==> config.mk <==
export PLATFORM = sky130hd
export DESIGN_NAME = scr_status_relay_io
export DESIGN_NICKNAME = d
export VERILOG_FILES = /design/src/hw/scr_pkg.sv /design/src/hw/scr_sync2.sv /design/src/hw/scr_debounce.sv /design/src/hw/scr_status_relay_io.sv
export SDC_FILE = /design/constraint.sdc
export NUM_CORES = 1
export LEC_CHECK = 0
export BUFFER_PORTS_ARGS = -buffer_cell sky130_fd_sc_hd__buf_4
export CAP_MARGIN = 20
export CELL_PAD_IN_SITES_DETAIL_PLACEMENT = 1
export CELL_PAD_IN_SITES_GLOBAL_PLACEMENT = 1
export CORE_UTILIZATION = 42
export CTS_CLUSTER_DIAMETER = 200
export DETAILED_ROUTE_END_ITERATION = 6
export HOLD_SLACK_MARGIN = 0.1
export PLACE_DENSITY_LB_ADDON = 0.1
export SYNTH_ARGS = -nofsm -noshare
export SYNTH_HDL_FRONTEND = slang
export SYNTH_SLANG_ARGS = --single-unit
export TNS_END_PERCENT = 100
==> constraint.sdc <==
create_clock -name pclk -period 3.7 [get_ports pclk]
set_clock_uncertainty 0.2 [all_clocks]
set_input_delay 0.555 -clock pclk [delete_from_list [all_inputs] [get_ports pclk]]
set_output_delay 0.555 -clock pclk [all_outputs]
set_load 0.1 [all_outputs]
==> src/hw/scr_pkg.sv <==
package scr_pkg;

  // ****************************************************************
  // Clock and timing
  // ****************************************************************
  localparam int CLK_PERIOD_NS = 50;
  // Remote contacts must be stable this long before they count
  localparam int DEBOUNCE_NS   = 10000;
  // Least time, so round up to whole cycles
  localparam int DEBOUNCE_CYC  = (DEBOUNCE_NS + CLK_PERIOD_NS - 1) / CLK_PERIOD_NS;

  // ****************************************************************
  // Register map (byte addresses)
  // ****************************************************************
  localparam logic [7:0] CTRL_OFS  = 8'h00;
  localparam logic [7:0] STAT_OFS  = 8'h04;
  localparam logic [7:0] ISTS_OFS  = 8'h08;
  localparam logic [7:0] IMSK_OFS  = 8'h0c;

  // Control register fields
  localparam int CTRL_CO2_FIT_BIT  = 0;
  localparam int CTRL_O2_FIT_BIT   = 1;
  localparam int CTRL_RANGE_LSB    = 2;
  localparam int CTRL_W            = 4;
  localparam int CTRL_CLR_WARN_BIT = 8;
  localparam logic [3:0] CTRL_RST  = 4'h0;

  // Range mode encodings
  localparam logic [1:0] RANGE_SINGLE = 2'h0;
  localparam logic [1:0] RANGE_DUAL   = 2'h1;
  localparam logic [1:0] RANGE_AUTO   = 2'h2;

  // Interrupt status / mask bits
  localparam int IRQ_FAULT_BIT  = 0;
  localparam int IRQ_CONC1_BIT  = 1;
  localparam int IRQ_CONC2_BIT  = 2;
  localparam int IRQ_REMOTE_BIT = 3;
  localparam int IRQ_W          = 4;
  localparam logic [3:0] ISTS_RST = 4'h0;
  localparam logic [3:0] IMSK_RST = 4'h0;

  // Number of remote control inputs
  localparam int REMOTE_N = 3;

  // Remote mode shown in the display mode field
  typedef enum logic [1:0] {
    mode_normal,
    mode_remote_baseline,
    remote_midpoint_display,
    remote_upper_scale_display
  } scr_mode_e;

endpackage

==> src/hw/scr_sync2.sv <==
`timescale 1ns/10ps
module scr_sync2 #(
  parameter int W = 1
) (
  input  wire logic         pclk,
  input  wire logic         presetn,
  input  wire logic [W-1:0] async_in,
  output logic      [W-1:0] sync_out
);

  logic [W-1:0] meta_ff;

  // ****************************************************************
  // Two-stage synchroniser, first stage feeds only the second
  // ****************************************************************
  always_ff @(posedge pclk or negedge presetn) begin
    if (!presetn) begin
      meta_ff  <= '0;
      sync_out <= '0;
    end else begin
      meta_ff  <= async_in;
      sync_out <= meta_ff;
    end
  end

endmodule

==> src/hw/scr_debounce.sv <==
`timescale 1ns/10ps
module scr_debounce #(
  parameter int CYC = 200,
  parameter int CW  = $clog2(CYC + 1)
) (
  input  wire logic pclk,
  input  wire logic presetn,
  input  wire logic raw_in,
  output logic      level_ff
);

  logic [CW-1:0] cnt_ff;
  logic [CW-1:0] nxt_cnt;
  wire           differs = raw_in != level_ff;
  wire           settled = cnt_ff == CW'(CYC - 1);

  // Count only while input disagrees; any bounce restarts the count
  assign nxt_cnt = (differs && !settled) ? cnt_ff + CW'(1) : '0;

  // ****************************************************************
  // Accept a new level after CYC stable cycles
  // ****************************************************************
  always_ff @(posedge pclk or negedge presetn) begin
    if (!presetn) begin
      cnt_ff   <= '0;
      level_ff <= 1'b0;
    end else begin
      cnt_ff   <= nxt_cnt;
      if (differs && settled) begin
        level_ff <= raw_in;
      end
    end
  end

endmodule

==> src/hw/scr_status_relay_io.sv <==
// How it works
// - health output high exactly when no fault
// - valid output low during hold-off, fault, calibration
// - upper-scale output in high range, dual/auto
// - zero and span flags track calibration phases
// - service-test output follows diagnostic mode
// - sensor calibration outputs only when sensor fitted
// - remote input one gives baseline calibration
// - remote input two gives midpoint span calibration
// - remote input three forces high range, dual/auto
// - health relay energized when healthy, no warnings
// - warning or diagnostic mode drops health relay
// - relay health separate; relays follow alarms, range
// - first alarm relay follows concentration, no latch
// - panel warning latches until button or command
// - range relay on in auto high range
`timescale 1ns/10ps
module scr_status_relay_io #(
  parameter int DEB_CYC = scr_pkg::DEBOUNCE_CYC,
  parameter int AW      = 8
) (
  input  wire logic          pclk,
  input  wire logic          presetn,
  // APB slave
  input  wire logic          psel,
  input  wire logic          penable,
  input  wire logic          pwrite,
  input  wire logic [AW-1:0] paddr,
  input  wire logic [31:0]   pwdata,
  output logic      [31:0]   prdata,
  output logic               pready,
  output logic               pslverr,
  // Internal instrument conditions, same clock
  input  wire logic          fault_any,
  input  wire logic          warning_any,
  input  wire logic          hold_off,
  input  wire logic          high_range_active,
  input  wire logic          zero_cal_active,
  input  wire logic          span_cal_active,
  input  wire logic          diag_active,
  input  wire logic          carbon_dioxide_sensor_calibration_flag_active,
  input  wire logic          oxygen_sensor_calibration_flag_active,
  input  wire logic          conc_over1,
  input  wire logic          conc_over2,
  input  wire logic          panel_clear,
  // Remote control contacts, asynchronous pins
  input  wire logic          remote_zero_pin,
  input  wire logic          remote_span_pin,
  input  wire logic          remote_high_pin,
  // Isolated status outputs
  output logic               status_health_ok,
  output logic               status_meas_valid,
  output logic               status_upper_scale,
  output logic               status_zero_cal,
  output logic               status_span_cal,
  output logic               service_test_flag,
  output logic               carbon_dioxide_sensor_calibration_flag,
  output logic               oxygen_sensor_calibration_flag,
  // Commands to the measurement core
  output logic               remote_zero_req,
  output logic               remote_span_req,
  output logic               force_high_range,
  output logic [1:0]         mode_field,
  output logic               conc_warning,
  // Alarm relays
  output logic               relay_health_energize,
  output logic               relay_conc1,
  output logic               relay_conc2,
  output logic               relay_range,
  output logic               irq
);

  // ****************************************************************
  // Remote input conditioning
  // ****************************************************************
  logic [scr_pkg::REMOTE_N-1:0] rem_sync;
  logic [scr_pkg::REMOTE_N-1:0] rem_deb;
  logic [scr_pkg::REMOTE_N-1:0] rem_prev_ff;

  // Contacts are asynchronous and bouncy
  scr_sync2 #(
    .W (scr_pkg::REMOTE_N)
  ) u_sync (
    .pclk     (pclk),
    .presetn  (presetn),
    .async_in ({remote_high_pin, remote_span_pin, remote_zero_pin}),
    .sync_out (rem_sync)
  );

  genvar gi;
  generate
    for (gi = 0; gi < scr_pkg::REMOTE_N; gi++) begin : g_deb
      scr_debounce #(
        .CYC (DEB_CYC)
      ) u_deb (
        .pclk     (pclk),
        .presetn  (presetn),
        .raw_in   (rem_sync[gi]),
        .level_ff (rem_deb[gi])
      );
    end
  endgenerate

  wire rem_zero = rem_deb[0];
  wire rem_span = rem_deb[1];
  wire rem_high = rem_deb[2];

  // ****************************************************************
  // Register bus decode
  // ****************************************************************
  logic [scr_pkg::CTRL_W-1:0] ctrl_ff;
  logic [scr_pkg::IRQ_W-1:0]  ists_ff;
  logic [scr_pkg::IRQ_W-1:0]  imsk_ff;
  logic [scr_pkg::IRQ_W-1:0]  nxt_ists;
  logic [31:0]                rd_val;
  logic [31:0]                stat_word;

  // One wait state: pready rises in the second access cycle
  wire acc       = psel & penable;
  wire acc_first = acc & ~pready;
  wire wr_fire   = acc & pready & pwrite;
  wire [7:0] ofs = 8'(paddr);
  wire hit_ctrl  = ofs == scr_pkg::CTRL_OFS;
  wire hit_stat  = ofs == scr_pkg::STAT_OFS;
  wire hit_ists  = ofs == scr_pkg::ISTS_OFS;
  wire hit_imsk  = ofs == scr_pkg::IMSK_OFS;
  wire mapped    = hit_ctrl | hit_stat | hit_ists | hit_imsk;

  // Configuration fields
  wire       co2_fitted = ctrl_ff[scr_pkg::CTRL_CO2_FIT_BIT];
  wire       o2_fitted  = ctrl_ff[scr_pkg::CTRL_O2_FIT_BIT];
  wire [1:0] range_mode = ctrl_ff[scr_pkg::CTRL_RANGE_LSB +: 2];
  wire       range_dual = range_mode == scr_pkg::RANGE_DUAL;
  wire       range_auto = range_mode == scr_pkg::RANGE_AUTO;
  wire       range_multi = range_dual | range_auto;
  // Serial clear of the latched warning is a write-one pulse
  wire       sw_clear = wr_fire & hit_ctrl & pwdata[scr_pkg::CTRL_CLR_WARN_BIT];

  // ****************************************************************
  // Condition logic
  // ****************************************************************
  scr_pkg::scr_mode_e mode_nxt;

  // Zero has priority if a controller closes both contacts
  wire nxt_rzero = rem_zero;
  wire nxt_rspan = rem_span & ~rem_zero;
  // Force is ignored in single range mode
  wire nxt_force = rem_high & range_multi;

  always_comb begin
    mode_nxt = scr_pkg::mode_normal;
    if (nxt_force) begin
      mode_nxt = scr_pkg::remote_upper_scale_display;
    end else if (nxt_rzero) begin
      mode_nxt = scr_pkg::mode_remote_baseline;
    end else if (nxt_rspan) begin
      mode_nxt = scr_pkg::remote_midpoint_display;
    end
  end

  // Calibration phases from the core or from remote contacts
  wire nxt_zcal  = zero_cal_active | nxt_rzero;
  wire nxt_scal  = span_cal_active | nxt_rspan;
  wire nxt_ok    = ~fault_any;
  // Zero or span calibration suppresses the reading as well
  wire nxt_valid = ~hold_off & ~fault_any & ~nxt_zcal & ~nxt_scal;
  wire nxt_upper = range_multi & (high_range_active | nxt_force);
  wire nxt_co2   = co2_fitted & carbon_dioxide_sensor_calibration_flag_active;
  wire nxt_o2    = o2_fitted & oxygen_sensor_calibration_flag_active;

  // Latched panel warning: a new exceedance beats a clear
  wire conc_any  = conc_over1 | conc_over2;
  wire nxt_warn  = conc_any | (conc_warning & ~(panel_clear | sw_clear));

  // Second health signal, independent of the status output
  wire health2   = ~fault_any & ~warning_any & ~conc_warning;
  wire nxt_hrly  = health2 & ~diag_active;
  wire nxt_rrly  = range_auto & high_range_active;

  // ****************************************************************
  // Interrupt events, write one to clear, set wins
  // ****************************************************************
  logic [scr_pkg::IRQ_W-1:0] ev;
  wire [scr_pkg::IRQ_W-1:0]  w1c = (wr_fire & hit_ists) ? pwdata[scr_pkg::IRQ_W-1:0] : '0;

  always_comb begin
    ev = '0;
    ev[scr_pkg::IRQ_FAULT_BIT]  = status_health_ok & ~nxt_ok;
    ev[scr_pkg::IRQ_CONC1_BIT]  = conc_over1 & ~relay_conc1;
    ev[scr_pkg::IRQ_CONC2_BIT]  = conc_over2 & ~relay_conc2;
    ev[scr_pkg::IRQ_REMOTE_BIT] = |(rem_deb ^ rem_prev_ff);
  end

  assign nxt_ists = (ists_ff & ~w1c) | ev;

  // ****************************************************************
  // Read data
  // ****************************************************************
  assign stat_word = {13'h0, ists_ff != '0, conc_warning, mode_field,
                      relay_range, relay_conc2, relay_conc1, relay_health_energize,
                      force_high_range, remote_span_req, remote_zero_req,
                      oxygen_sensor_calibration_flag, carbon_dioxide_sensor_calibration_flag,
                      service_test_flag, status_span_cal, status_zero_cal,
                      status_upper_scale, status_meas_valid, status_health_ok};

  assign rd_val = hit_ctrl ? {28'h0, ctrl_ff} :
                  hit_stat ? stat_word :
                  hit_ists ? {28'h0, ists_ff} :
                  hit_imsk ? {28'h0, imsk_ff} : 32'h0;

  // ****************************************************************
  // Bus and register state
  // ****************************************************************
  always_ff @(posedge pclk or negedge presetn) begin
    if (!presetn) begin
      pready  <= 1'b0;
      prdata  <= 32'h0;
      pslverr <= 1'b0;
    end else begin
      pready  <= acc_first;
      pslverr <= acc_first & ~mapped;
      prdata  <= (acc_first & ~pwrite) ? rd_val : 32'h0;
    end
  end

  // Writes land at the edge that samples pready high
  always_ff @(posedge pclk or negedge presetn) begin
    if (!presetn) begin
      ctrl_ff <= scr_pkg::CTRL_RST;
      imsk_ff <= scr_pkg::IMSK_RST;
      ists_ff <= scr_pkg::ISTS_RST;
      irq     <= 1'b0;
    end else begin
      if (wr_fire & hit_ctrl) begin
        ctrl_ff <= pwdata[scr_pkg::CTRL_W-1:0];
      end
      if (wr_fire & hit_imsk) begin
        imsk_ff <= pwdata[scr_pkg::IRQ_W-1:0];
      end
      ists_ff <= nxt_ists;
      irq     <= |(nxt_ists & (wr_fire & hit_imsk ? pwdata[scr_pkg::IRQ_W-1:0] : imsk_ff));
    end
  end

  // ****************************************************************
  // Status outputs and commands, all registered
  // ****************************************************************
  always_ff @(posedge pclk or negedge presetn) begin
    if (!presetn) begin
      status_health_ok   <= 1'b0;
      status_meas_valid  <= 1'b0;
      status_upper_scale <= 1'b0;
      status_zero_cal    <= 1'b0;
      status_span_cal    <= 1'b0;
      service_test_flag  <= 1'b0;
      carbon_dioxide_sensor_calibration_flag <= 1'b0;
      oxygen_sensor_calibration_flag         <= 1'b0;
    end else begin
      status_health_ok   <= nxt_ok;
      status_meas_valid  <= nxt_valid;
      status_upper_scale <= nxt_upper;
      status_zero_cal    <= nxt_zcal;
      status_span_cal    <= nxt_scal;
      service_test_flag  <= diag_active;
      carbon_dioxide_sensor_calibration_flag <= nxt_co2;
      oxygen_sensor_calibration_flag         <= nxt_o2;
    end
  end

  // Level commands follow the contacts, so release ends calibration
  always_ff @(posedge pclk or negedge presetn) begin
    if (!presetn) begin
      remote_zero_req  <= 1'b0;
      remote_span_req  <= 1'b0;
      force_high_range <= 1'b0;
      mode_field       <= scr_pkg::mode_normal;
      rem_prev_ff      <= '0;
    end else begin
      remote_zero_req  <= nxt_rzero;
      remote_span_req  <= nxt_rspan;
      force_high_range <= nxt_force;
      mode_field       <= mode_nxt;
      rem_prev_ff      <= rem_deb;
    end
  end

  // Relays start de-energized, as a powered-down instrument would
  always_ff @(posedge pclk or negedge presetn) begin
    if (!presetn) begin
      relay_health_energize <= 1'b0;
      relay_conc1           <= 1'b0;
      relay_conc2           <= 1'b0;
      relay_range           <= 1'b0;
      conc_warning          <= 1'b0;
    end else begin
      relay_health_energize <= nxt_hrly;
      relay_conc1           <= conc_over1;
      relay_conc2           <= conc_over2;
      relay_range           <= nxt_rrly;
      conc_warning          <= nxt_warn;
    end
  end

endmodule

==> results summary <==
The vertical extent of the die came out at between 90 and 100 um. The number of antenna violations at the first check in global routing was 0. After detailed routing, the number of remaining DRC violations is 0.

At the later pin of the worst-skew pair, clock insertion delay measures between 0.3 and 0.4 ns. Summing over every cut layer, the via total after detailed routing is about 2,300. The placed wire-length estimate is 5.49 mm. The number of buffer and inverter instances along the worst setup path came out at 1.

The cell count after synthesis came out at 288. The layout cell share with drive strength beyond 1 is 29.4%. The average wire per standard cell came out at between 15 and 20 um. The number of port buffers is slightly above 70. The first global-routing pass estimated 12.2 mm of wire. The horizontal die dimension is just over 90 um. The sequential cell area fraction in the yosys report came out at about 62%. The number of clock sinks came out at 87. The worst setup path is captured at a register. The final critical delay including setup and external delays is around 2.1 ns. The max capacitance violation total is 0. The run finished with clean final reports. The fraction of the core area covered by cells at the end of the flow came out at 55.4%. The tightest min-delay check is of the input port to register type. At the end of routability-driven placement, the weighted congestion stood at about 0.76. The highest attainable clock frequency is about 470 MHz. The critical setup path kind is input port to register.

In the final timing run, aggregate negative setup slack is 0 ns. Setup repair after global routing left no endpoint under its margin. The number of pins exceeding their max-slew limit in the final report came out at 0. Setup violations remaining at the end of the flow were counted as 0. The area growth from synthesis to layout is 24.7%.

Clock-pin slew was measured on the worst setup and hold paths at about 0.080 ns. The part of the total power dissipated in combinational logic is roughly 11%. The starting DRC count in detailed routing is 88.

0 antenna diodes ended up in the layout. The relative contribution of sequential cells to total power is between 50% and 60%. The area inside the core boundary is between 7000 and 8000 um^2. The maximum number of pins on one net before global-route repair came out at 59. The worst hold path begins at conc_over1. The floorplan die area came out at about 8700 um^2. The pin slew with the least headroom to its limit came out at ~0.73 ns.

The final layout contains routed wiring with a total length of between 7 and 8 mm. The clock passes through at most 2 buffers. Summed over all cells, the static leakage comes to about 2.3 nW. Dividing total power by cell area gives a power density of about 420 nW/um^2.

The number of global-route vias before repair was roughly 2,500. The analysis attributes to net switching a power of between 400 and 500 uW. The final-report hold violation count is 0. The cell family with the largest share of critical-path delay is simple AND/OR/NAND/NOR gates. The final layout contains 437 nets. The number of iterations in the first detailed-routing pass is 4. The level count of the clock H-tree came out at 3. The number of buffers inserted during clock tree synthesis came out at 9. The cell type with the largest total area after synthesis is sky130_fd_sc_hd__dfrtp_1. In this run the worst path has a maximum fanout of 15. The start of the worst register-to-register path is pready$_DFF_PN0_.

The most critical setup path has its startpoint at paddr[5]. The number of synthesis warnings came out at 0. The average cell area after synthesis came out at about 12 um^2. Traced cell by cell, the critical path runs through buf_4, nor4_4, nand4b_2, nor3b_4, o41a_2. The count of distinct cell types in the synthesized netlist came out at 36. The overflow left after global routing is 0.

The cell area after synthesis is roughly 3500 um^2. The library cells used most frequently in the layout, excluding fill and tap cells, are sky130_fd_sc_hd__dfrtp_1 (87), sky130_fd_sc_hd__buf_4 (74), sky130_fd_sc_hd__nor2_1 (40), sky130_fd_sc_hd__and2_1 (19), sky130_fd_sc_hd__nand3_1 (15). The share of the synthesized area in the top cell type came out at just over 60%. The initial utilization of the core area, before any placement, comes to about 44%. Leaving out fill and tap cells, the most frequent cell in the layout is sky130_fd_sc_hd__dfrtp_1.

Counting the fill cells in the layout gives 850. The switching portion of total power is a little over a quarter. Global routing consumed, over all layers together, between 10% and 20% of the routing resources. The stage delay of the slowest cell on the critical path is approximately 0.56 ns. The startpoint type of the worst setup path is an input port.

The number of nets still failing antenna checks after routing is 0. Pin placement for this block handled 113 I/O pins. The cell row count came out at 32. For the worst setup path, the data arrival time is 2.22 ns. After synthesis the netlist holds a flip-flop and latch count of 87.

TritonCTS built the clock tree. On the critical path, the stage with the largest delay is an instance of sky130_fd_sc_hd__nor3b_4. The worst path required time is about 3.8 ns. The cell internal power dissipation came out at about 1.4 mW. The worst slew margin relative to its limit came out at about half. In this run the clock root is driven by a sky130_fd_sc_hd__clkbuf_8. The routed via count divided by cell count is between 4 and 5. The relative contribution of the clock network to total power came out at a little over a third. Ranked by total cell area, the synthesized netlist is headed by sky130_fd_sc_hd__dfrtp_1 (62%), sky130_fd_sc_hd__nor2_1 (4.3%), sky130_fd_sc_hd__mux2_2 (3.5%). Dividing the final minimum period by the clock period gives a little under three fifths. The worst vdd rail ir drop is around 0.00028 V.
per-stage QoR:
| stage | hold WS [ns] | std cells | worst slack (ns) | power (mW) | instance area, um^2 |
|---|---|---|---|---|---|
| finish | 0.120 | 479 | 1.57 | 1.85 | 4370 |
| global route | 0.100 | 479 | 1.47 | 1.92 | 4370 |
| CTS | 0.101 | 477 | 1.57 | 1.88 | 4350 |
| detailed placement | 0.140 | 458 | 1.19 | 1.20 | 4110 |
| global placement | 0.132 | 458 | 1.20 | 1.20 | 4110 |
| floorplan | 0.0594 | 300 | 1.43 | 1.14 | 3550 |
power groups by stage:
stage	combinational [mW]	clock (mW)	sequential (mW)
6_report	0.207	0.660	0.980
5_1_grt	0.222	0.720	0.982
4_1_cts	0.208	0.688	0.980
3_5_place_dp	0.204	0	0.999
3_3_place_gp	0.200	0	0.998
2_1_floorplan	0.102	0	1.04
area by class of cell:
type                       instances  area (um^2)  share of cell area, %
multi-input combinational        185         1220                   27.8
timing repair buffer              80          616                   14.1
clock buffer                      12          155                   3.55
inverter                          10         37.5                  0.859
tap                              102          128                   2.92
clock inverter                     3         42.5                  0.973
sequential                        87         2180                   49.8
cell families after synthesis:
family	synth area share [%]
AND/OR/NAND/NOR	18.0
flip-flops	62.1
adder cells (fa/ha/maj)	1.43
multiplexers	4.67
AO/OA/AOI/OAI	3.21
buffers and inverters	4.53
other	0.107
XOR/XNOR	5.99
timing repair:
item / CTS / global route
setup buffers: 0 / 0
endpoints found under the hold margin: 59 / 2
gates resized for setup: 0 / 0
hold buffers: 4 / 2
per-layer routing:
metal / global-route usage (%) / share of wire (%) / routed length (um) / vias up
met4: 5.38 / 1.2 / 90 / 0
met5: 0 / 0 / 0 / -
met1: 23.8 / 44 / 3230 / 1161
li1: - / - / - / 1095
met3: 6.18 / 4.5 / 333 / 7
met2: 31.3 / 51 / 3750 / 59
flip-flops by register name, summed over array words and instances, names as in the netlist, 2 cells and up:
signal                count
rem_prev_ff               3
ists_ff                   4
u_sync.sync_out           3
imsk_ff                   4
ctrl_ff                   4
g_deb.u_deb.level_ff      3
mode_field                2
u_sync.meta_ff            3
g_deb.u_deb.cnt_ff       24
prdata                   19
final timing paths:
kind / endpoint / slack [ns] / depth (start not counted)
worst max-delay path: prdata[18]$_DFF_PN0_ / 1.57 / 5
worst min-delay path: relay_conc1$_DFF_PN0_ / 0.12 / 1
worst max register to register: prdata[18]$_DFF_PN0_ / 1.79 / 4
worst min register to register: u_sync.sync_out[2]$_DFF_PN0_ / 0.15 / 0
max in group asynchronous: ctrl_ff[2]$_DFFE_PN0N_ / 1.99 / 3
min in group asynchronous: g_deb[2].u_deb.cnt_ff[7]$_DFF_PN0_ / 0.60 / 2
Yosys cell counts:
cell / number
sky130_fd_sc_hd__nor3b_4: 1
sky130_fd_sc_hd__a21boi_0: 3
sky130_fd_sc_hd__and4_1: 2
sky130_fd_sc_hd__buf_2: 1
sky130_fd_sc_hd__xor2_1: 13
sky130_fd_sc_hd__buf_4: 14
sky130_fd_sc_hd__o21ai_0: 1
sky130_fd_sc_hd__nand4b_2: 1
sky130_fd_sc_hd__a211oi_1: 1
sky130_fd_sc_hd__nand4_2: 1
sky130_fd_sc_hd__nor4_4: 1
sky130_fd_sc_hd__ha_1: 4
sky130_fd_sc_hd__a2111oi_0: 4
sky130_fd_sc_hd__or2_2: 7
sky130_fd_sc_hd__o21ai_1: 3
sky130_fd_sc_hd__and3_1: 6
sky130_fd_sc_hd__nand2_1: 4
sky130_fd_sc_hd__nor3_1: 1
sky130_fd_sc_hd__o31ai_1: 1
sky130_fd_sc_hd__inv_1: 10
sky130_fd_sc_hd__and2_1: 19
sky130_fd_sc_hd__xnor2_1: 11
sky130_fd_sc_hd__dfrtp_1: 87
sky130_fd_sc_hd__nand4_1: 4
sky130_fd_sc_hd__clkbuf_1: 3
sky130_fd_sc_hd__o41a_2: 1
sky130_fd_sc_hd__conb_1: 1
sky130_fd_sc_hd__nand2b_1: 5
sky130_fd_sc_hd__nor4_1: 4
sky130_fd_sc_hd__mux2i_1: 4
sky130_fd_sc_hd__nor2b_1: 2
sky130_fd_sc_hd__or3_1: 1
sky130_fd_sc_hd__a21boi_1: 1
sky130_fd_sc_hd__nand3_1: 15
sky130_fd_sc_hd__nor2_1: 40
sky130_fd_sc_hd__mux2_2: 11
worst register-to-register path, stage by stage (launching register included):
cell and delay (ns):
sky130_fd_sc_hd__dfrtp_1 0.41, sky130_fd_sc_hd__nor2_1 0.18, sky130_fd_sc_hd__nand4b_2 0.24, sky130_fd_sc_hd__nor3b_4 0.56
sky130_fd_sc_hd__o41a_2 0.27
(Power assumes the default switching activity.)
